### config.mk
export PLATFORM = sky130hd
export DESIGN_NAME = rflc_regs
export DESIGN_NICKNAME = d
export VERILOG_FILES = /design/src/verilog/rflc_pkg.sv /design/src/verilog/rflc_regs.sv
export VERILOG_INCLUDE_DIRS = /design/src /design/src/verilog
export SDC_FILE = /design/constraint.sdc
export NUM_CORES = 1
export LEC_CHECK = 0
export BUFFER_PORTS_ARGS = -buffer_cell sky130_fd_sc_hd__buf_2
export CORE_UTILIZATION = 25
export DETAILED_ROUTE_END_ITERATION = 10
export SYNTH_ARGS = -nofsm -noshare
export SYNTH_HDL_FRONTEND = slang
export SYNTH_SLANG_ARGS = --single-unit
### constraint.sdc
create_clock -name ref_clk -period 8.6 [get_ports ref_clk]
set_clock_uncertainty 0.2 [all_clocks]
set_input_delay 0.86 -clock ref_clk [delete_from_list [all_inputs] [get_ports ref_clk]]
set_output_delay 0.86 -clock ref_clk [all_outputs]
set_load 0.02 [all_outputs]
### src/verilog/rflc_cfg.svh
// command codes, reset values, field positions and timing of the fault-limit command set
`ifndef RFLC_CFG_SVH
`define RFLC_CFG_SVH
// ===================================
// command codes
`define RFLC_CMD_UV_LIM 8'h44
`define RFLC_CMD_UV_RSP 8'h45
`define RFLC_CMD_OC_LIM 8'h46
`define RFLC_CMD_OC_RSP 8'h47
`define RFLC_CMD_OCW_LIM 8'h4A
`define RFLC_CMD_OT_LIM 8'h4F
`define RFLC_CMD_OT_RSP 8'h50
`define RFLC_CMD_OTW_LIM 8'h51
`define RFLC_CMD_VOV_LIM 8'h55
`define RFLC_CMD_VOV_RSP 8'h56
`define RFLC_CMD_VUVW_LIM 8'h58
`define RFLC_CMD_PG_ON 8'h5E
`define RFLC_CMD_PG_OFF 8'h5F
`define RFLC_CMD_TON_DLY 8'h60
`define RFLC_CMD_STARTUP_RAMP_TIME 8'h61
`define RFLC_CMD_TON_MAX 8'h62
`define RFLC_CMD_TON_RSP 8'h63
`define RFLC_CMD_TOFF_DLY 8'h64
`define RFLC_CMD_SHUTDOWN_FALL_TIME 8'h65
`define RFLC_CMD_STATUS 8'h78
// ===================================
// reset values (linear16 in 1/256 V, linear11 with fixed exponent)
`define RFLC_RST_UV_LIM 16'h0065
`define RFLC_RST_UV_RSP 16'h0000
`define RFLC_RST_OC_LIM 16'hF842
`define RFLC_RST_OC_RSP 16'h007F
`define RFLC_RST_OCW_LIM 16'hF838
`define RFLC_RST_OT_LIM 16'h0091
`define RFLC_RST_OT_RSP 16'h00C0
`define RFLC_RST_OTW_LIM 16'h007D
`define RFLC_RST_VOV_LIM 16'hF060
`define RFLC_RST_VOV_RSP 16'h0080
`define RFLC_RST_VUVW_LIM 16'hF801
`define RFLC_RST_PG_ON 16'h0073
`define RFLC_RST_PG_OFF 16'h006B
`define RFLC_RST_TON_DLY 16'h0000
`define RFLC_RST_STARTUP_RAMP_TIME 16'h0002
`define RFLC_RST_TON_MAX 16'h0000
`define RFLC_RST_TON_RSP 16'h0000
`define RFLC_RST_TOFF_DLY 16'h0000
`define RFLC_RST_SHUTDOWN_FALL_TIME 16'h0001
// ===================================
// linear11 exponents and mantissa ranges
`define RFLC_EXP_Z 5'h00
`define RFLC_EXP_M1 5'h1F
`define RFLC_EXP_M2 5'h1E
`define RFLC_OC_MIN 11'h006
`define RFLC_OC_MAX 11'h04B
`define RFLC_OCW_MAX 11'h07F
`define RFLC_OT_MAX 11'h096
`define RFLC_VOV_MIN 11'h019
`define RFLC_VOV_MAX 11'h060
`define RFLC_VUVW_MAX 11'h020
`define RFLC_TON_MAX 11'h07F
`define RFLC_RISE_MIN 11'h001
// ===================================
// response byte fields and modes
`define RFLC_MODE_IGNORE 2'h0
`define RFLC_MODE_LIMIT 2'h1
`define RFLC_MODE_SHUT 2'h2
`define RFLC_MODE_INHIBIT 2'h3
// ===================================
// timing
`define RFLC_CLK_PERIOD_NS 20
`define RFLC_MS_NS 1000000
`endif

### src/verilog/rflc_pkg.sv
// types shared by the fault-limit command block
`default_nettype none
package rflc_pkg;
   // register slots, in command-code order
   typedef enum {IX_UV_LIM, IX_UV_RSP, IX_OC_LIM, IX_OC_RSP, IX_OCW_LIM, IX_OT_LIM, IX_OT_RSP,
      IX_OTW_LIM, IX_VOV_LIM, IX_VOV_RSP, IX_VUVW_LIM, IX_PG_ON, IX_PG_OFF, IX_TON_DLY,
      IX_STARTUP_RAMP_TIME, IX_TON_MAX, IX_TON_RSP, IX_TOFF_DLY, IX_SHUTDOWN_FALL_TIME, IX_COUNT} rflc_ix_t;
   typedef enum {SEQ_OFF, SEQ_DELAY, SEQ_RISE, SEQ_ON, SEQ_HOLD} rflc_seq_t;
   typedef struct packed {
      logic wr;
      logic rd;
      logic [7:0] code;
      logic [15:0] data;
   } rflc_cmd_t;
   typedef struct packed {
      logic ack;
      logic nak;
      logic [15:0] data;
   } rflc_rsp_t;
   typedef struct packed {
      logic [15:0] vout;
      logic [10:0] iout;
      logic [10:0] temp;
      logic [10:0] vin;
   } rflc_sense_t;
   typedef struct packed {
      logic uv_fault;
      logic oc_fault;
      logic oc_warn;
      logic ot_fault;
      logic ot_warn;
      logic vin_ov_fault;
      logic vin_uv_warn;
      logic ton_max_fault;
   } rflc_mon_t;
endpackage
`default_nettype wire

### src/verilog/rflc_regs.sv
// fault-limit, start-up timing and summary status command block of a buck regulator
//
// Contract
// RULE1 - undervoltage fault when output below limit; 1/256 V steps, reset about 0.395 V
// RULE2 - undervoltage reaction ignores or shuts down; ignore after reset
// RULE3 - overcurrent fault at limit; 3-37.5 A, half amp steps, 33 A, exponent -1
// RULE4 - overcurrent warning at 0-63.5 A threshold, half amp steps, 28 A
// RULE5 - overtemperature fault at 0-150 C, one degree steps, 145 C, exponent 0
// RULE6 - overtemperature reaction ignores, shuts down or inhibits; inhibit after reset
// RULE7 - overtemperature warning at own threshold, one degree steps, 125 C
// RULE8 - input overvoltage fault at 6.25-24 V, quarter volt steps, 24 V, exponent -2
// RULE9 - input overvoltage reaction ignores or shuts down; shutdown after reset
// RULE10 - input warning threshold 0-16 V in half volt steps, 0.5 V, exponent -1
// RULE11 - power good asserts at on threshold, scaled by loop factor, 0.45 V
// RULE12 - power good negates at off threshold, scaled likewise, 0.42 V
// RULE13 - wait programmed 0-127 ms delay after start before rising; 0 ms default
// RULE14 - ramp output over programmed 1-127 ms rise time; 2 ms default
// RULE15 - start-up timeout fault if undervoltage limit not reached in time; 0 disables
// RULE16 - start-up timeout reaction ignores or shuts down; ignore after reset
// RULE17 - fall-time command is acknowledged and its value has no effect
// RULE18 - status byte bit 7 reports device busy
// RULE19 - status byte bit 6 set whenever the output is off
// RULE20 - overcurrent default: limit pulse by pulse eight cycles, then hiccup or latch
`timescale 1ns/1ps
`default_nettype none
`include "rflc_cfg.svh"
module rflc_regs import rflc_pkg::*; #(
   parameter int MS_CYCLES = `RFLC_MS_NS / `RFLC_CLK_PERIOD_NS
) (
   input wire logic ref_clk,
   input wire logic reset,
   input wire rflc_cmd_t cmd,
   output var rflc_rsp_t rsp,
   input wire rflc_sense_t sense,
   input wire logic [1:0] scale_shift,
   input wire logic sw_cycle,
   input wire logic enable_pin,
   input wire logic clear_faults,
   output var rflc_mon_t mon,
   output var logic [7:0] status,
   output logic power_good,
   output logic out_enable,
   output logic ramp_active,
   output logic pulse_limit
);
   localparam int NREG = IX_COUNT;
   localparam int DIVW = $clog2(MS_CYCLES);

   // ===================================
   // decoding helpers
   function automatic int code_ix(input logic [7:0] c);
      case (c)
         `RFLC_CMD_UV_LIM: return IX_UV_LIM;
         `RFLC_CMD_UV_RSP: return IX_UV_RSP;
         `RFLC_CMD_OC_LIM: return IX_OC_LIM;
         `RFLC_CMD_OC_RSP: return IX_OC_RSP;
         `RFLC_CMD_OCW_LIM: return IX_OCW_LIM;
         `RFLC_CMD_OT_LIM: return IX_OT_LIM;
         `RFLC_CMD_OT_RSP: return IX_OT_RSP;
         `RFLC_CMD_OTW_LIM: return IX_OTW_LIM;
         `RFLC_CMD_VOV_LIM: return IX_VOV_LIM;
         `RFLC_CMD_VOV_RSP: return IX_VOV_RSP;
         `RFLC_CMD_VUVW_LIM: return IX_VUVW_LIM;
         `RFLC_CMD_PG_ON: return IX_PG_ON;
         `RFLC_CMD_PG_OFF: return IX_PG_OFF;
         `RFLC_CMD_TON_DLY: return IX_TON_DLY;
         `RFLC_CMD_STARTUP_RAMP_TIME: return IX_STARTUP_RAMP_TIME;
         `RFLC_CMD_TON_MAX: return IX_TON_MAX;
         `RFLC_CMD_TON_RSP: return IX_TON_RSP;
         `RFLC_CMD_TOFF_DLY: return IX_TOFF_DLY;
         `RFLC_CMD_SHUTDOWN_FALL_TIME: return IX_SHUTDOWN_FALL_TIME;
         default: return -1;
      endcase
   endfunction

   function automatic logic [15:0] rst_val(input int ix);
      case (ix)
         IX_UV_LIM: return `RFLC_RST_UV_LIM;
         IX_UV_RSP: return `RFLC_RST_UV_RSP;
         IX_OC_LIM: return `RFLC_RST_OC_LIM;
         IX_OC_RSP: return `RFLC_RST_OC_RSP;
         IX_OCW_LIM: return `RFLC_RST_OCW_LIM;
         IX_OT_LIM: return `RFLC_RST_OT_LIM;
         IX_OT_RSP: return `RFLC_RST_OT_RSP;
         IX_OTW_LIM: return `RFLC_RST_OTW_LIM;
         IX_VOV_LIM: return `RFLC_RST_VOV_LIM;
         IX_VOV_RSP: return `RFLC_RST_VOV_RSP;
         IX_VUVW_LIM: return `RFLC_RST_VUVW_LIM;
         IX_PG_ON: return `RFLC_RST_PG_ON;
         IX_PG_OFF: return `RFLC_RST_PG_OFF;
         IX_TON_DLY: return `RFLC_RST_TON_DLY;
         IX_STARTUP_RAMP_TIME: return `RFLC_RST_STARTUP_RAMP_TIME;
         IX_TON_MAX: return `RFLC_RST_TON_MAX;
         IX_TON_RSP: return `RFLC_RST_TON_RSP;
         IX_TOFF_DLY: return `RFLC_RST_TOFF_DLY;
         default: return `RFLC_RST_SHUTDOWN_FALL_TIME;
      endcase
   endfunction

   // linear11 word with the one allowed exponent and a mantissa inside the range
   function automatic logic lin_ok(input logic [15:0] d, input logic [4:0] e,
                                   input logic [10:0] lo, input logic [10:0] hi);
      return (d[15:11] == e) && (d[10:0] >= lo) && (d[10:0] <= hi);
   endfunction

   function automatic logic wr_ok(input int ix, input logic [15:0] d);
      case (ix)
         IX_OC_LIM: return lin_ok(d, `RFLC_EXP_M1, `RFLC_OC_MIN, `RFLC_OC_MAX); // [RULE3]
         IX_OCW_LIM: return lin_ok(d, `RFLC_EXP_M1, 11'h000, `RFLC_OCW_MAX); // [RULE4]
         IX_OT_LIM: return lin_ok(d, `RFLC_EXP_Z, 11'h000, `RFLC_OT_MAX); // [RULE5]
         IX_OTW_LIM: return lin_ok(d, `RFLC_EXP_Z, 11'h000, `RFLC_OT_MAX); // [RULE7]
         IX_VOV_LIM: return lin_ok(d, `RFLC_EXP_M2, `RFLC_VOV_MIN, `RFLC_VOV_MAX); // [RULE8]
         IX_VUVW_LIM: return lin_ok(d, `RFLC_EXP_M1, 11'h000, `RFLC_VUVW_MAX); // [RULE10]
         IX_TON_DLY: return lin_ok(d, `RFLC_EXP_Z, 11'h000, `RFLC_TON_MAX); // [RULE13]
         IX_STARTUP_RAMP_TIME: return lin_ok(d, `RFLC_EXP_Z, `RFLC_RISE_MIN, `RFLC_TON_MAX); // [RULE14]
         IX_TON_MAX: return lin_ok(d, `RFLC_EXP_Z, 11'h000, `RFLC_TON_MAX); // [RULE15]
         IX_TOFF_DLY: return lin_ok(d, `RFLC_EXP_Z, 11'h000, `RFLC_TON_MAX);
         IX_SHUTDOWN_FALL_TIME: return 1'b1; // [RULE17]
         default: return ix >= 0;
      endcase
   endfunction

   function automatic logic is_byte(input int ix);
      return ix == IX_UV_RSP || ix == IX_OC_RSP || ix == IX_OT_RSP || ix == IX_VOV_RSP
         || ix == IX_TON_RSP;
   endfunction

   // shutdown-type reactions; inhibit counts as shutdown where it is not offered
   function automatic logic shuts(input logic [15:0] r);
      return r[7];
   endfunction

   // ===================================
   // command port decode
   logic [15:0] reg_q [NREG];
   rflc_seq_t seq_q, seq_d;
   int cmd_ix;
   logic is_status, timing_cmd, busy_refuse, wr_accept, nak_d, any_cmd;
   logic [15:0] wdata_m, rd_data;
   logic busy_q, cml_q, oc_q, ot_q, other_q, running;

   assign cmd_ix = code_ix(cmd.code);
   assign any_cmd = cmd.wr || cmd.rd;
   assign is_status = cmd.code == `RFLC_CMD_STATUS;
   assign running = seq_q == SEQ_RISE || seq_q == SEQ_ON;
   // timing is not rewritten under a running start-up, it would tear the sequence
   assign timing_cmd = cmd_ix == IX_TON_DLY || cmd_ix == IX_STARTUP_RAMP_TIME || cmd_ix == IX_TON_MAX;
   assign busy_refuse = cmd.wr && timing_cmd && (seq_q == SEQ_DELAY || seq_q == SEQ_RISE);
   assign wr_accept = cmd.wr && wr_ok(cmd_ix, cmd.data) && !busy_refuse;
   assign nak_d = (cmd.wr && !wr_accept) || (cmd.rd && cmd_ix < 0 && !is_status);
   assign wdata_m = is_byte(cmd_ix) ? {8'h00, cmd.data[7:0]} : cmd.data;
   assign rd_data = is_status ? {8'h00, status} : (cmd_ix >= 0 ? reg_q[cmd_ix] : 16'h0000);

   // one flop word per command; byte commands keep the upper byte at zero
   for (genvar i = 0; i < NREG; i++) begin : g_reg
      always_ff @(posedge ref_clk) begin
         if (reset) begin
            reg_q[i] <= rst_val(i);
         end else if (wr_accept && cmd_ix == i) begin
            reg_q[i] <= wdata_m;
         end
      end
   end

   // answer one cycle after the request
   always_ff @(posedge ref_clk) begin
      if (reset) begin
         rsp <= '0;
      end else begin
         rsp.ack <= any_cmd;
         rsp.nak <= any_cmd && nak_d;
         rsp.data <= (cmd.rd && !nak_d) ? rd_data : rsp.data;
      end
   end

   // ===================================
   // threshold compare against sensed values
   logic uv_below, oc_now, ocw_now, ot_now, otw_now, vov_now, vuv_now;
   logic [15:0] pg_on_th, pg_off_th;
   logic [1:0] oc_mode, ot_mode;

   assign uv_below = sense.vout < reg_q[IX_UV_LIM]; // [RULE1]
   assign oc_now = sense.iout >= reg_q[IX_OC_LIM][10:0]; // [RULE3]
   assign ocw_now = sense.iout >= reg_q[IX_OCW_LIM][10:0]; // [RULE4]
   assign ot_now = sense.temp >= reg_q[IX_OT_LIM][10:0]; // [RULE5]
   assign otw_now = sense.temp >= reg_q[IX_OTW_LIM][10:0]; // [RULE7]
   // input sense is in quarter volts, so the half-volt warning mantissa doubles
   assign vov_now = sense.vin >= reg_q[IX_VOV_LIM][10:0]; // [RULE8]
   assign vuv_now = sense.vin < {reg_q[IX_VUVW_LIM][9:0], 1'b0}; // [RULE10]
   // thresholds are programmed at the output, the sense pin sees them divided
   assign pg_on_th = reg_q[IX_PG_ON] >> scale_shift; // [RULE11]
   assign pg_off_th = reg_q[IX_PG_OFF] >> scale_shift; // [RULE12]
   assign oc_mode = reg_q[IX_OC_RSP][7:6];
   assign ot_mode = reg_q[IX_OT_RSP][7:6];

   // ===================================
   // enable pin synchroniser and millisecond tick
   logic en_meta_q, en_s_q, ms_tick;
   logic [DIVW-1:0] div_q;
   logic [7:0] elapsed_q;

   always_ff @(posedge ref_clk) begin
      if (reset) begin
         en_meta_q <= 1'b0;
         en_s_q <= 1'b0;
      end else begin
         en_meta_q <= enable_pin;
         en_s_q <= en_meta_q;
      end
   end

   assign ms_tick = div_q == DIVW'(MS_CYCLES - 1);

   always_ff @(posedge ref_clk) begin
      if (reset || ms_tick) begin
         div_q <= '0;
      end else begin
         div_q <= div_q + 1'b1;
      end
   end

   // ===================================
   // fault reactions
   logic uv_evt, tonmax_evt, reached_q, tonmax_q, oc_trip, hiccup, shut, inhibit;
   logic [3:0] oc_cnt_q;

   assign uv_evt = seq_q == SEQ_ON && uv_below; // [RULE1]
   // the output counts as reached once it first clears the undervoltage limit
   assign tonmax_evt = running && !reached_q && !tonmax_q && reg_q[IX_TON_MAX][7:0] != 8'h00
      && elapsed_q >= reg_q[IX_TON_MAX][7:0]; // [RULE15]
   // trip once the limit has held through delay-field-plus-one switching cycles
   assign oc_trip = running && oc_mode == `RFLC_MODE_LIMIT && sw_cycle && oc_now
      && oc_cnt_q == {1'b0, reg_q[IX_OC_RSP][2:0]}; // [RULE20]
   assign hiccup = oc_trip && reg_q[IX_OC_RSP][5:3] != 3'h0; // [RULE20]
   assign inhibit = ot_now && ot_mode == `RFLC_MODE_INHIBIT; // [RULE6]
   assign shut = seq_q != SEQ_OFF && (
      (uv_evt && shuts(reg_q[IX_UV_RSP])) // [RULE2]
      || (vov_now && shuts(reg_q[IX_VOV_RSP])) // [RULE9]
      || (ot_now && ot_mode == `RFLC_MODE_SHUT) // [RULE6]
      || (tonmax_evt && shuts(reg_q[IX_TON_RSP])) // [RULE16]
      || (oc_trip && !hiccup) // [RULE20]
      || (running && oc_now && oc_mode[1])); // [RULE3]

   // consecutive switching cycles spent in current limit
   always_ff @(posedge ref_clk) begin
      if (reset || !running) begin
         oc_cnt_q <= 4'h0;
      end else if (sw_cycle) begin
         oc_cnt_q <= (oc_now && !oc_trip) ? oc_cnt_q + 4'h1 : 4'h0;
      end
   end

   // ===================================
   // start-up sequencer
   always_comb begin
      seq_d = seq_q;
      unique case (seq_q)
         SEQ_OFF: if (en_s_q && !inhibit) seq_d = SEQ_DELAY;
         SEQ_DELAY: if (elapsed_q >= reg_q[IX_TON_DLY][7:0]) seq_d = SEQ_RISE; // [RULE13]
         SEQ_RISE: if (elapsed_q >= reg_q[IX_STARTUP_RAMP_TIME][7:0]) seq_d = SEQ_ON; // [RULE14]
         SEQ_ON: seq_d = SEQ_ON;
         SEQ_HOLD: seq_d = SEQ_HOLD;
      endcase
      if (hiccup) seq_d = SEQ_DELAY;
      if (shut) seq_d = SEQ_HOLD;
      if (inhibit && seq_q != SEQ_HOLD) seq_d = SEQ_OFF; // [RULE6]
      if (!en_s_q) seq_d = SEQ_OFF;
   end

   // elapsed time carries from rise into regulation so the timeout spans both
   always_ff @(posedge ref_clk) begin
      if (reset) begin
         seq_q <= SEQ_OFF;
         elapsed_q <= 8'h00;
      end else begin
         seq_q <= seq_d;
         if (seq_d != seq_q && !(seq_q == SEQ_RISE && seq_d == SEQ_ON)) begin
            elapsed_q <= 8'h00;
         end else if (ms_tick && elapsed_q != 8'hFF) begin
            elapsed_q <= elapsed_q + 8'h01;
         end
      end
   end

   // timeout bookkeeping, restarted with every new attempt
   always_ff @(posedge ref_clk) begin
      if (reset || !running) begin
         reached_q <= 1'b0;
         tonmax_q <= 1'b0;
      end else begin
         reached_q <= reached_q || !uv_below; // [RULE15]
         tonmax_q <= tonmax_q || tonmax_evt;
      end
   end

   // ===================================
   // power good with hysteresis, forced low while the output is off
   always_ff @(posedge ref_clk) begin
      if (reset || !running) begin
         power_good <= 1'b0;
      end else if (sense.vout >= pg_on_th) begin
         power_good <= 1'b1; // [RULE11]
      end else if (sense.vout <= pg_off_th) begin
         power_good <= 1'b0; // [RULE12]
      end
   end

   // ===================================
   // monitor outputs and sticky status; a set in the clear cycle wins
   always_ff @(posedge ref_clk) begin
      if (reset) begin
         mon <= '0;
         pulse_limit <= 1'b0;
         busy_q <= 1'b0;
         cml_q <= 1'b0;
         oc_q <= 1'b0;
         ot_q <= 1'b0;
         other_q <= 1'b0;
      end else begin
         mon <= '{uv_fault: uv_evt, oc_fault: oc_now, oc_warn: ocw_now, ot_fault: ot_now,
            ot_warn: otw_now, vin_ov_fault: vov_now, vin_uv_warn: vuv_now,
            ton_max_fault: tonmax_q};
         pulse_limit <= running && oc_now && oc_mode == `RFLC_MODE_LIMIT; // [RULE20]
         busy_q <= busy_refuse || (busy_q && !clear_faults); // [RULE18]
         cml_q <= (any_cmd && nak_d && !busy_refuse) || (cml_q && !clear_faults);
         oc_q <= (running && oc_now) || (oc_q && !clear_faults);
         ot_q <= ot_now || (ot_q && !clear_faults);
         other_q <= uv_evt || tonmax_evt || vov_now || (other_q && !clear_faults);
      end
   end

   // summary byte: busy, off, overvoltage(0), overcurrent, input uv(0), temp, comms, other
   assign status = {busy_q, !running, 1'b0, oc_q, 1'b0, ot_q, cml_q, other_q}; // [RULE18] [RULE19]
   assign out_enable = running;
   assign ramp_active = seq_q == SEQ_RISE; // [RULE14]

   // ===================================
   // checks
   pg_off_low_a: assert property (@(posedge ref_clk) disable iff (reset) // [RULE12]
      !running |=> !power_good) else $error("power good high with output off");
   pg_on_rise_a: assert property (@(posedge ref_clk) disable iff (reset) // [RULE11]
      running && seq_d != SEQ_OFF && seq_d != SEQ_HOLD && sense.vout >= pg_on_th
      |=> power_good) else $error("power good missed on threshold");
   uv_shutdown_a: assert property (@(posedge ref_clk) disable iff (reset) // [RULE2]
      seq_q == SEQ_ON && uv_below && reg_q[IX_UV_RSP][7] && en_s_q && !inhibit
      |=> seq_q == SEQ_HOLD) else $error("undervoltage shutdown not taken");
   ot_inhibit_a: assert property (@(posedge ref_clk) disable iff (reset) // [RULE6]
      ot_now && ot_mode == `RFLC_MODE_INHIBIT && seq_q == SEQ_ON |=> seq_q == SEQ_OFF)
      else $error("overtemperature inhibit not taken");
   vin_ov_shut_a: assert property (@(posedge ref_clk) disable iff (reset) // [RULE9]
      seq_q == SEQ_ON && vov_now && reg_q[IX_VOV_RSP][7] && en_s_q && !inhibit
      |=> seq_q == SEQ_HOLD) else $error("input overvoltage shutdown not taken");
   delay_hold_a: assert property (@(posedge ref_clk) disable iff (reset) // [RULE13]
      seq_q == SEQ_DELAY && elapsed_q < reg_q[IX_TON_DLY][7:0] |=> seq_q != SEQ_RISE)
      else $error("rise began before delay expired");
   fall_ack_a: assert property (@(posedge ref_clk) disable iff (reset) // [RULE17]
      cmd.wr && cmd.code == `RFLC_CMD_SHUTDOWN_FALL_TIME |=> rsp.ack && !rsp.nak)
      else $error("fall-time write not acknowledged");
   busy_flag_a: assert property (@(posedge ref_clk) disable iff (reset) // [RULE18]
      busy_refuse |=> status[7] && rsp.nak) else $error("busy not reported");
   off_bit_a: assert property (@(posedge ref_clk) disable iff (reset) // [RULE19]
      (!en_s_q || shut) |=> status[6]) else $error("off bit not set with output stopped");
   oc_latch_a: assert property (@(posedge ref_clk) disable iff (reset) // [RULE20]
      oc_trip && reg_q[IX_OC_RSP][5:3] == 3'h0 && en_s_q && !inhibit |=> seq_q == SEQ_HOLD)
      else $error("overcurrent latch-off not taken");
   ton_max_a: assert property (@(posedge ref_clk) disable iff (reset) // [RULE15]
      tonmax_evt && running && seq_d == seq_q |=> mon.ton_max_fault == 1'b0 ##1 mon.ton_max_fault)
      else $error("start-up timeout not flagged");
endmodule // rflc_regs
`default_nettype wire

* After elaboration in Yosys (flattened, before gate mapping)
Memory sizes are Yosys's and may differ from the RTL's.
Index checks and enable logic that the tools add are counted.
** Operators by class
- Add/sub/neg operators :: 3
- $mul :: 0
- Divide/modulo/power cells :: 0
- Magnitude comparators :: 23
- Equal/unequal tests :: 67
- Shifts and indexed selects :: 2
- Multiplexer cells :: 94
- Bitwise gates (word level) :: 19
- Reduce and logical (&&, ||, !) cells :: 121
** Operators with widths (count)
- 32-bit one-hot mux with 19 select lines :: 1
- 16-bit 2-to-1 mux :: 22
- 32-bit by 5-bit equality test with 1-bit output, second input constant :: 10
- 32-bit by 3-bit equality test with 1-bit output, second input constant :: 9
- 32-bit by 4-bit equality test with 1-bit output, second input constant :: 9
- 32-bit 2-to-1 mux :: 7
- 32-bit by 2-bit equality test with 1-bit output, second input constant :: 5
- 8-bit by 7-bit equality test with 1-bit output, second input constant :: 20
- 32-bit one-hot mux with 5 select lines :: 1
- 32-bit by 6-bit equality test with 1-bit output, second input constant :: 3
- 1-bit logical AND :: 72
- 32-bit zero test :: 2
- 1-bit 2-to-1 mux :: 61
- 11-bit greater-or-equal comparator :: 5
- 11-bit by 7-bit <= comparator with 1-bit output, second input constant :: 3
- 32-bit by 1-bit equality test with 1-bit output, second input constant :: 1
- 32-bit by 1-bit greater-or-equal comparator with 1-bit output, second input constant :: 1
- 32-bit by 1-bit < comparator with 1-bit output, second input constant :: 1
- 32-bit inequality test :: 1
- 32-bit by 4-bit inequality test with 1-bit output, second input constant :: 1
- 32-bit nonzero test :: 1
- 16-bit by 2-bit >> shifter with 16-bit output :: 2
- 1-bit logical OR :: 26
- 8-bit greater-or-equal comparator :: 3
- 28 further kinds :: 62
** Word-level totals
- Register bits :: 97
- Latch bits :: 0
- RAM bits :: 304
- ROM bits :: 0
- Bits of input ports :: 82
- Output and inout bits :: 38
- Word-level logic and storage cells :: 356
- Memories kept :: 1
** Memory list
- reg_q :: words 19, bits a word 16, rd ports 18, clocked after memory_dff 0, write ports 19, line rflc_regs.sv:135 : logic [15:0] reg_q [NREG];

* Depth between registers and ports, before layout
Gate-level depths: netlist (run 1).
- Depth in word-level cells :: 20
- Mapped depth :: 15
- Depth with buffers taken out :: 11

* Worst setup path after synthesis (run 1)
Ideal clock, no wire load.
- Kind :: input to register
- From :: input cmd[21] (netlist bit)
- To :: memory reg_q[13][0] (enable)
- Setup time :: 0.392 ns
- Data arrival time :: 3.635 ns
- Data required time :: 8.008 ns
- Slack :: 4.373 ns
- Cell stages on the path :: 11
- Path buffers :: 3
- Cell sequence :: buf_2 -> nor4bb_1 -> buf_2 -> nand3_2 -> a211o_1 -> a311o_1 -> o21ai_1 -> or3_1 -> nand3_1 -> buf_2 -> o21bai_1
** RTL lines
- start, declared :: line rflc_regs.sv:32 : input wire rflc_cmd_t cmd,
- end, declared :: line rflc_regs.sv:135

==> results, run 1 <==
- The weighted congestion at the end of routability-driven global placement is between 0.9 and 1.
- In this run the critical register-to-register path is captured at reg_q[1][9].
- The final number of max-transition violations was 0.
- After detailed routing, the number of vias per cell comes to 4.983.
- The share of the yosys chip area belonging to registers is 52.79%.
- Timing would allow up to 0.1961 GHz.
- The number of storage elements in the synthesis netlist is between 400 and 500.
- In the synthesized netlist the async set-or-reset flop fraction comes to 0%.
- In this run, placement finished with an instance count of 3189.
- The floorplan step defined a die boundary enclosing approximately 85000 um2.
- The total negative slack is 0 ps.
- For this design the ratio of total power to cell area is ~190 nW/um2.
- The total number of yosys warnings is 0.
- The average wire per standard cell is 22.15 um.
- The y dimension of the die is approximately 300 um.
- The TritonCTS buffer count is 44.
- The number of non-filler instances in the completed layout is 3274.
- The count of unresolved DRC violations after routing is 0.
- The worst-case register-to-register setup slack is 4000 ps.
- In this run the static leakage power is 9.441 nW.
- The internal power of the cells is 0.003440 W.
- The total chip power is 0.004644 W.
- In this run, post-CTS repair resized a total of 0 instances.
- The actual slew at the worst max-slew pin is around 1200 ps.
- The largest driver fanout on the critical path is 22.
- The die is slightly below 300 um wide.
- After layout, the worst path uses roughly three fifths of the clock period.
- The floorplan has about 110 rows.
- The via count of the first global-routing pass is about 15000.
- The kind of start point of the critical path is a primary input.
- The total area inside the core boundary comes to about 83000 um2.
- The number of nets with antenna violations after routing is 0.
- Once the floorplan was initialized, standard cells occupied 25.42% of the core.
- Yosys mapped a number of flops with a built-in enable equal to 304.
- The remaining global-route overflow is 0.
- The number of buffers inserted by hold repair at cts is 0.
- The most critical setup path has its endpoint at reg_q[1][9].
- The count of endpoints failing hold in the final timing report is 0.
- The share of total power dissipated in combinational logic is between 10% and 20%.
- The pin count of the biggest net entering global routing is between 50 and 60.
- The number of I/O pins is 120.
- The first global-routing pass estimated 104300 um of wire.
- The later pin in the worst-skew pair is clocked with a latency of 610 ps.
- The switching part of the total is 25.92%.
- Setup violations remaining at the end of the flow were counted as 0.
- The final worst hold slack is 245.7 ps.
- The combined global-route utilization of all metal layers is between 10% and 20%.
- In this run, distinct cell masters in the synthesized netlist total 85.
- Buffers added to address setup during post-CTS repair amount to 0.
- The initial antenna violation count is 10.
- The finished cells cover 24780 um2.
- The final layout contains routed wiring with a total length of between 70000 and 80000 um.
- The synthesized netlist occupies a cell area of 20970 um2.
- The buffer depth of the longest clock path is 3.
- The root buffer cell chosen for the clock tree is sky130_fd_sc_hd__clkbuf_16.
- Among all flip-flop cells after synthesis, the most frequent one is sky130_fd_sc_hd__edfxtp_1.
- The placed wire-length estimate is roughly 54000 um.
- The worst min-delay path class is reg -> reg.
- The peak ir drop on the vdd network is 0.1138 mV.
- For the worst setup path, the data arrival time is 5160 ps.
- The portion of total power attributed to the clock network is 41.1%.
- The launch instance of the worst register-to-register path is seq_q[16].
- The CTS tree is built.
- The synthesized instance count is 1917.
- Tracing the worst setup path back leads to its startpoint at cmd[21].
- The quantity of I/O buffers inserted on ports is 117.
- Max-cap violations in this run came to 0.
- The total via count after detailed routing is 16310.
- The iteration count of the initial detailed-routing pass is 8.
- At the worst endpoint, the required time is between 8000 and 9000 ps.
- The worst register-to-register path has a depth of 8.
- Sequential cells burn 48.9% of the power.
- The area added between synthesis and finish is 18.14%.
- The H-tree was split into 2 levels.
- The worst slew slack as a fraction of its limit is 19.04%.
- The placed cell area is 23310 um2.
- Setup repair after global routing left no endpoint under its margin.
- After synthesis, the mean cell area works out to ~11 um2.
- Clock-pin slew was measured on the worst setup and hold paths at 60 ps.
- The run finished with clean final reports.
- The kind of end point of the critical path is a flip-flop.
- The net count reported at finish is 2385.
- The fraction of final layout cells with drive strength greater than 1 is between 10% and 20%.
- The detailed router finished its first iteration with 1772 violations.
- The clock drives 401 sinks.
- For this design the total switching power over the nets is approximately 0.0012 W.
- The critical path is of the in -> reg type.
- The clock period minus worst slack is 5099 ps.
-- per-layer routing --
layer  part of all wire [%]  global-route usage (%)  vias to the layer above  routed length, um
li1                       -                       -                     7546                  -
met1                     42                   22.24                     7837              30150
met2                     46                   26.46                      806              33090
met3                    9.2                   3.433                      122               6688
met4                    3.6                   6.290                        2               2587
met5                  0.015                       0                        -                 11
-- worst max-delay path, cell delays in order --
cell                       delay [ps]
sky130_fd_sc_hd__buf_2            210
sky130_fd_sc_hd__nor4bb_1         310
sky130_fd_sc_hd__buf_4            210
sky130_fd_sc_hd__nand3_1          500
sky130_fd_sc_hd__nand2b_1         480
sky130_fd_sc_hd__o22ai_1          160
sky130_fd_sc_hd__a221oi_1         380
sky130_fd_sc_hd__or3_1            240
sky130_fd_sc_hd__nand3_1          680
sky130_fd_sc_hd__o21bai_1         770
sky130_fd_sc_hd__buf_4            340
-- kinds of logic (layout without fill, tap and decap cells) --
group / Yosys count / in the layout / synth area share (%)
AOI/OAI and AO/OA: 465 / 465 / 14.76
xor gates and xnor gates: 28 / 28 / 1.169
adders and majority gates: 138 / 138 / 8.233
buffers and inverters: 252 / 376 / 4.851
DFF: 401 / 401 / 52.79
muxes: 47 / 47 / 3.454
other: 2 / 165 / 0.03581
and+or+nand+nor: 584 / 584 / 14.71
-- per-stage QoR --
stage | setup WS [ps] | util (%)
floorplan | 4373 | -
global placement | 3077 | 28.26
detailed placement | 3051 | 28.26
CTS | 3654 | 30.02
global route | 3187 | 30.02
finish | 3501 | 30.03
-- flip-flops by register name, indices dropped and copies added (netlist names), 4 cells and up --
register,cells
seq_q,32
div_q,16
rsp,18
oc_cnt_q,4
reg_q,304
elapsed_q,8
mon,8
-- cell type report --
type | instances | area (um2)
fill | 8576 | 57730
sequential | 401 | 11070
multi-input combinational | 1422 | 9520
tap | 1070 | 1339
clock buffer | 53 | 1175
timing repair buffer | 150 | 835.8
inverter | 146 | 548.0
clock inverter | 27 | 275.3
antenna | 5 | 12.51
-- power groups by stage --
stage / logic [W] / clock network, W / registers, W
6_report: 0.000463 / 0.00191 / 0.00227
5_1_grt: 0.000512 / 0.00202 / 0.00228
4_1_cts: 0.000458 / 0.00195 / 0.00227
3_5_place_dp: 0.000456 / 0 / 0.00231
3_3_place_gp: 0.000450 / 0 / 0.00231
2_1_floorplan: 0.000284 / 0 / 0.00228
-- placed cells by master, fill, tap and decap left out, types with 84 or more instances in the layout --
master and instances:
sky130_fd_sc_hd__buf_2 116, sky130_fd_sc_hd__conb_1 160, sky130_fd_sc_hd__dfxtp_1 97, sky130_fd_sc_hd__edfxtp_1 304, sky130_fd_sc_hd__ha_1 138, sky130_fd_sc_hd__inv_1 146, sky130_fd_sc_hd__nand2_1 84, sky130_fd_sc_hd__nor2_1 165
sky130_fd_sc_hd__o21ai_0 87, sky130_fd_sc_hd__o22ai_1 103
-- worst min-delay path by stage --
stage | startpoint | endpoint | cells past startpoint
CTS | div_q[0] | div_q[0] | 1
global placement | div_q[0] | div_q[0] | 1
global route | en_meta_q | en_s_q | 1
detailed placement | en_meta_q | en_s_q | 1
floorplan | en_meta_q | en_s_q | 1
finish | div_q[0] | div_q[0] | 1
-- cells in the mapped netlist, drive strengths merged (4+ instances only) --
cell type    n  area share [%]
nand4       34             1.0
nor3        41             1.0
and3        24            0.72
a21oi       72             1.7
nand2       87             1.6
o21bai      22            0.79
a211o        6            0.25
and2        35             1.0
a211oi      25            0.92
or3         33            0.98
nor4        21            0.63
mux2i       24             1.1
o22ai      103             3.1
clkbuf      57             1.0
nor2b       20            0.60
nor2       166             3.0
nand2b      40             1.2
xor2        19            0.79
ha         138             8.2
a31oi       11            0.33
dfxtp       97             9.3
a311oi       8            0.33
nor4b        8            0.55
a21o        25            0.89
o21a        19            0.68
xnor2        9            0.38
o21ai       91             2.2
nand3       42             1.1
o211ai      18            0.67
mux4        20             2.1
edfxtp     304              44
o2111ai      5            0.21
o211a        4            0.19
inv        146             2.6
buf         49             1.2
a222oi       4            0.19
o221ai       8            0.33
and4         8            0.33
a221oi       6            0.33
o31ai        4            0.14
a2111oi      5            0.21
Note: power is estimated with default switching activity, not from simulation.
==> inputs of run 2 (changes only) <==
==> constraint.sdc (replaced) <==
create_clock -name ref_clk -period 4.68 [get_ports ref_clk]
set_clock_uncertainty 0.2 [all_clocks]
set_input_delay 0.468 -clock ref_clk [delete_from_list [all_inputs] [get_ports ref_clk]]
set_output_delay 0.468 -clock ref_clk [all_outputs]
set_load 0.02 [all_outputs]
==> results, run 2 (same netlist as run 1, synthesis figures left out) <==
- The count of cells resized by post-cts repair is 0 (unchanged).
- The largest registers in the layout are reg_q (304), seq_q (32), rsp (18).
- The fraction of final layout cells with drive strength greater than 1 came to 13.65% (+1.3 points).
- The weighted congestion at the end of routability-driven global placement is 0.9377 (+2.2%).
- The clock period minus worst slack is 3828 ps.
- Timing would allow up to approximately 0.26 GHz.
- The number of DRC markers in iteration 0 is 1719 (-3.0%).
- The CTS tree is built.
- The signal on the critical path passes through buf_2 > nor4bb_1 > buf_4 > nand3_2 > o211ai_1 > o211ai_4 > buf_4 > o22ai_1 > o21ai_0 > and3_1 > nand3_1 > a311oi_1.
- The number of I/O pins came to 120 (unchanged).
- The placement row count came to 105 (unchanged).
- The required time at the worst-slack endpoint came to 4980 ps (-3680 ps).
- The placed wire-length estimate is 56070 um (+3.3%).
- The number of setup buffers added after CTS is 0 (unchanged).
- The final worst hold slack is 27.18 ps (-218.5 ps).
- The via count of the first global-routing pass is 15830 (+2.7%).
- The clock input transition at the sequential cells of the worst setup and hold paths is 60 ps (about the same).
- The clock sink total was 401 (unchanged).
- The number of buffers inserted by hold repair at cts came to 3 (+3).
- The average wire per standard cell is 22.04 um (-0.52%).
- The starting density of the core is 25.42% (unchanged).
- The buffer and inverter count on the worst path is 3 (unchanged).
- The worst slew slack as a fraction of its limit is 45.44% (+26 points).
- The cell at the root of the clock tree is sky130_fd_sc_hd__clkbuf_16.
- The worst setup path is launched from a primary input.
- The instance count along the most critical hold path came to 3 (+2).
- Dividing the final minimum period by the clock period gives between 80% and 90%.
- The number of maximum-capacitance constraint violations is 0 (unchanged).
- The TritonCTS buffer count is 43 (-2.3%).
- The gate family responsible for the most delay along the worst path is compound AO/OA/AOI/OAI gates.
- The cell depth of the worst setup path came to 12 (+1).
- The depth of the worst register-to-register path is 11 (+3).
- The data arrival time of the worst path is 4130 ps (-1030 ps).
- The iteration count of the initial detailed-routing pass is 7 (-1).
- The power density over cell area is 333.6 nW/um2 (+78%).
- The overall routed net length is 73050 um (+0.72%).
- The actual slew at the worst max-slew pin was 809.9 ps (-399.2 ps).
- The commonest non-fill, non-tap cell in the layout is sky130_fd_sc_hd__edfxtp_1.
- The met1 track utilization from global routing is 22.82% (+0.58 points).
- STA classifies the critical path endpoint as a flip-flop.
- The leakage power is 9.618 nW (+1.9%).
- The biggest cell delay along the critical path is 720 ps (-50 ps).
- The total negative slack is 0 ps (unchanged).
- The cell with the most instances on the worst path is sky130_fd_sc_hd__buf_4.
- The peak ir drop on the vdd network is 0.2317 mV (+100%).
- The path class of the tightest hold or removal check is in -> reg.
- The type of the setup path with the least slack is in -> reg.
- The die span in x is 291.6 um (unchanged).
- The buffer depth of the longest clock path is 3 (unchanged).
- The number of flip-flops under the largest register name is 304 (unchanged).
- The combined global-route utilization of all metal layers is 16.85% (+0.18 points).
- The met3 demand-to-capacity share in global routing is 3.022% (-0.41 points).
- The count of endpoints failing hold in the final timing report is 0 (unchanged).
- The number of nets with antenna violations after routing is 0 (unchanged).
- The vias per cell is 4.988 (+0.11%).
- The area of the core region is 82500 um2 (unchanged).
- The final number of max-transition violations is 0 (unchanged).
- The net count reported at finish is 2428 (+1.8%).
- The wire length of the first global-routing pass is 106000 um (+1.7%).
- The remaining global-route overflow is 0 (unchanged).
- The initial antenna violation count is 4 (-6).
- The count of unresolved DRC violations after routing came to 0 (unchanged).
- The quantity of I/O buffers inserted on ports is 117 (unchanged).
- The total via count after detailed routing is 16540 (+1.4%).
- The slowest stage of the critical path is the sky130_fd_sc_hd__o211ai_4 cell.
- Setup repair after global routing left no endpoint under its margin.
- met2 is the most crowded layer.
- The number of H-tree levels was 2 (unchanged).
- The met2 track demand over resource is 26.91% (+0.45 points).
- The pin count of the biggest net entering global routing is 54 (-1.8%).
- The worst-case register-to-register setup slack is 1030 ps (-2970 ps).
- The source-to-sink clock delay at the later pin of the worst-skew pair is 600 ps (about the same).
- The run finished with clean final reports.
- The y dimension of the die came to 291.6 um (unchanged).
- The area added between synthesis and finish is 19.41%.
- The final setup violation count is 0 (unchanged).
- Leaving out fill and tap cells, the most frequent cells in the layout are 304 x sky130_fd_sc_hd__edfxtp_1, 165 x sky130_fd_sc_hd__nor2_1, 160 x sky130_fd_sc_hd__conb_1.
- The largest driver fanout on the critical path is 19 (-14%).
- The register bank with the most flops is reg_q.
- The overall die area was 85050 um2 (unchanged).
run 2: final cells by class:
cell class | instances | area (um2)
Antenna cell | 3 | 7.507
Clock buffer | 60 | 1181
Clock inverter | 19 | 152.6
Fill cell | 8448 | 57460
Inverter | 146 | 548.0
Multi-Input combinational cell | 1422 | 9520
Sequential cell | 401 | 11070
Tap cell | 1070 | 1339
Timing Repair Buffer | 194 | 1224
run 2: routing by layer:
metal,wire [um],vias to the layer above
met5,49,-
met4,2474,4
met3,5918,127
met2,33380,775
met1,31230,7984
li1,-,7646
run 2: stage by stage:
| step | std cells | utilization [%] | area (um2) | setup slack, ps | power, W |
|---|---|---|---|---|---|
| after detailed placement | 3230 | 28.69 | 23670 | 376.0 | 0.005096 |
| after CTS | 3312 | 30.34 | 25040 | 978.7 | 0.008393 |
| final | 3315 | 30.35 | 25040 | 851.9 | 0.008355 |
| after global routing | 3312 | 30.34 | 25040 | 729.1 | 0.008647 |
| after floorplan | 2075 | - | 21560 | 844.8 | 0.004708 |
| after global placement | 3230 | 28.69 | 23670 | 400.2 | 0.005083 |
run 2: tightest hold or removal path, cell delays in order:
cell	delay, ps
sky130_fd_sc_hd__buf_2	100
sky130_fd_sc_hd__ha_1	130
sky130_fd_sc_hd__a31oi_1	70
run 2: path summary, 6_finish.rpt:
kind / start / end
setup reg to reg: reg_q[0][11] / elapsed_q[0]
setup / recovery: cmd[21] / rsp[8]
hold / removal: sense[9] / mon[1]
hold reg to reg: div_q[0] / div_q[0]
run 2: power by group:
| part | internal [W] | switching, W | total [W] |
|---|---|---|---|
| sequential | 0.00404 | 0.000138 | 0.00417 |
| combinational | 0.000315 | 0.000551 | 0.000866 |
| clock | 0.00184 | 0.00148 | 0.00332 |
| total | 0.00619 | 0.00217 | 0.00836 |
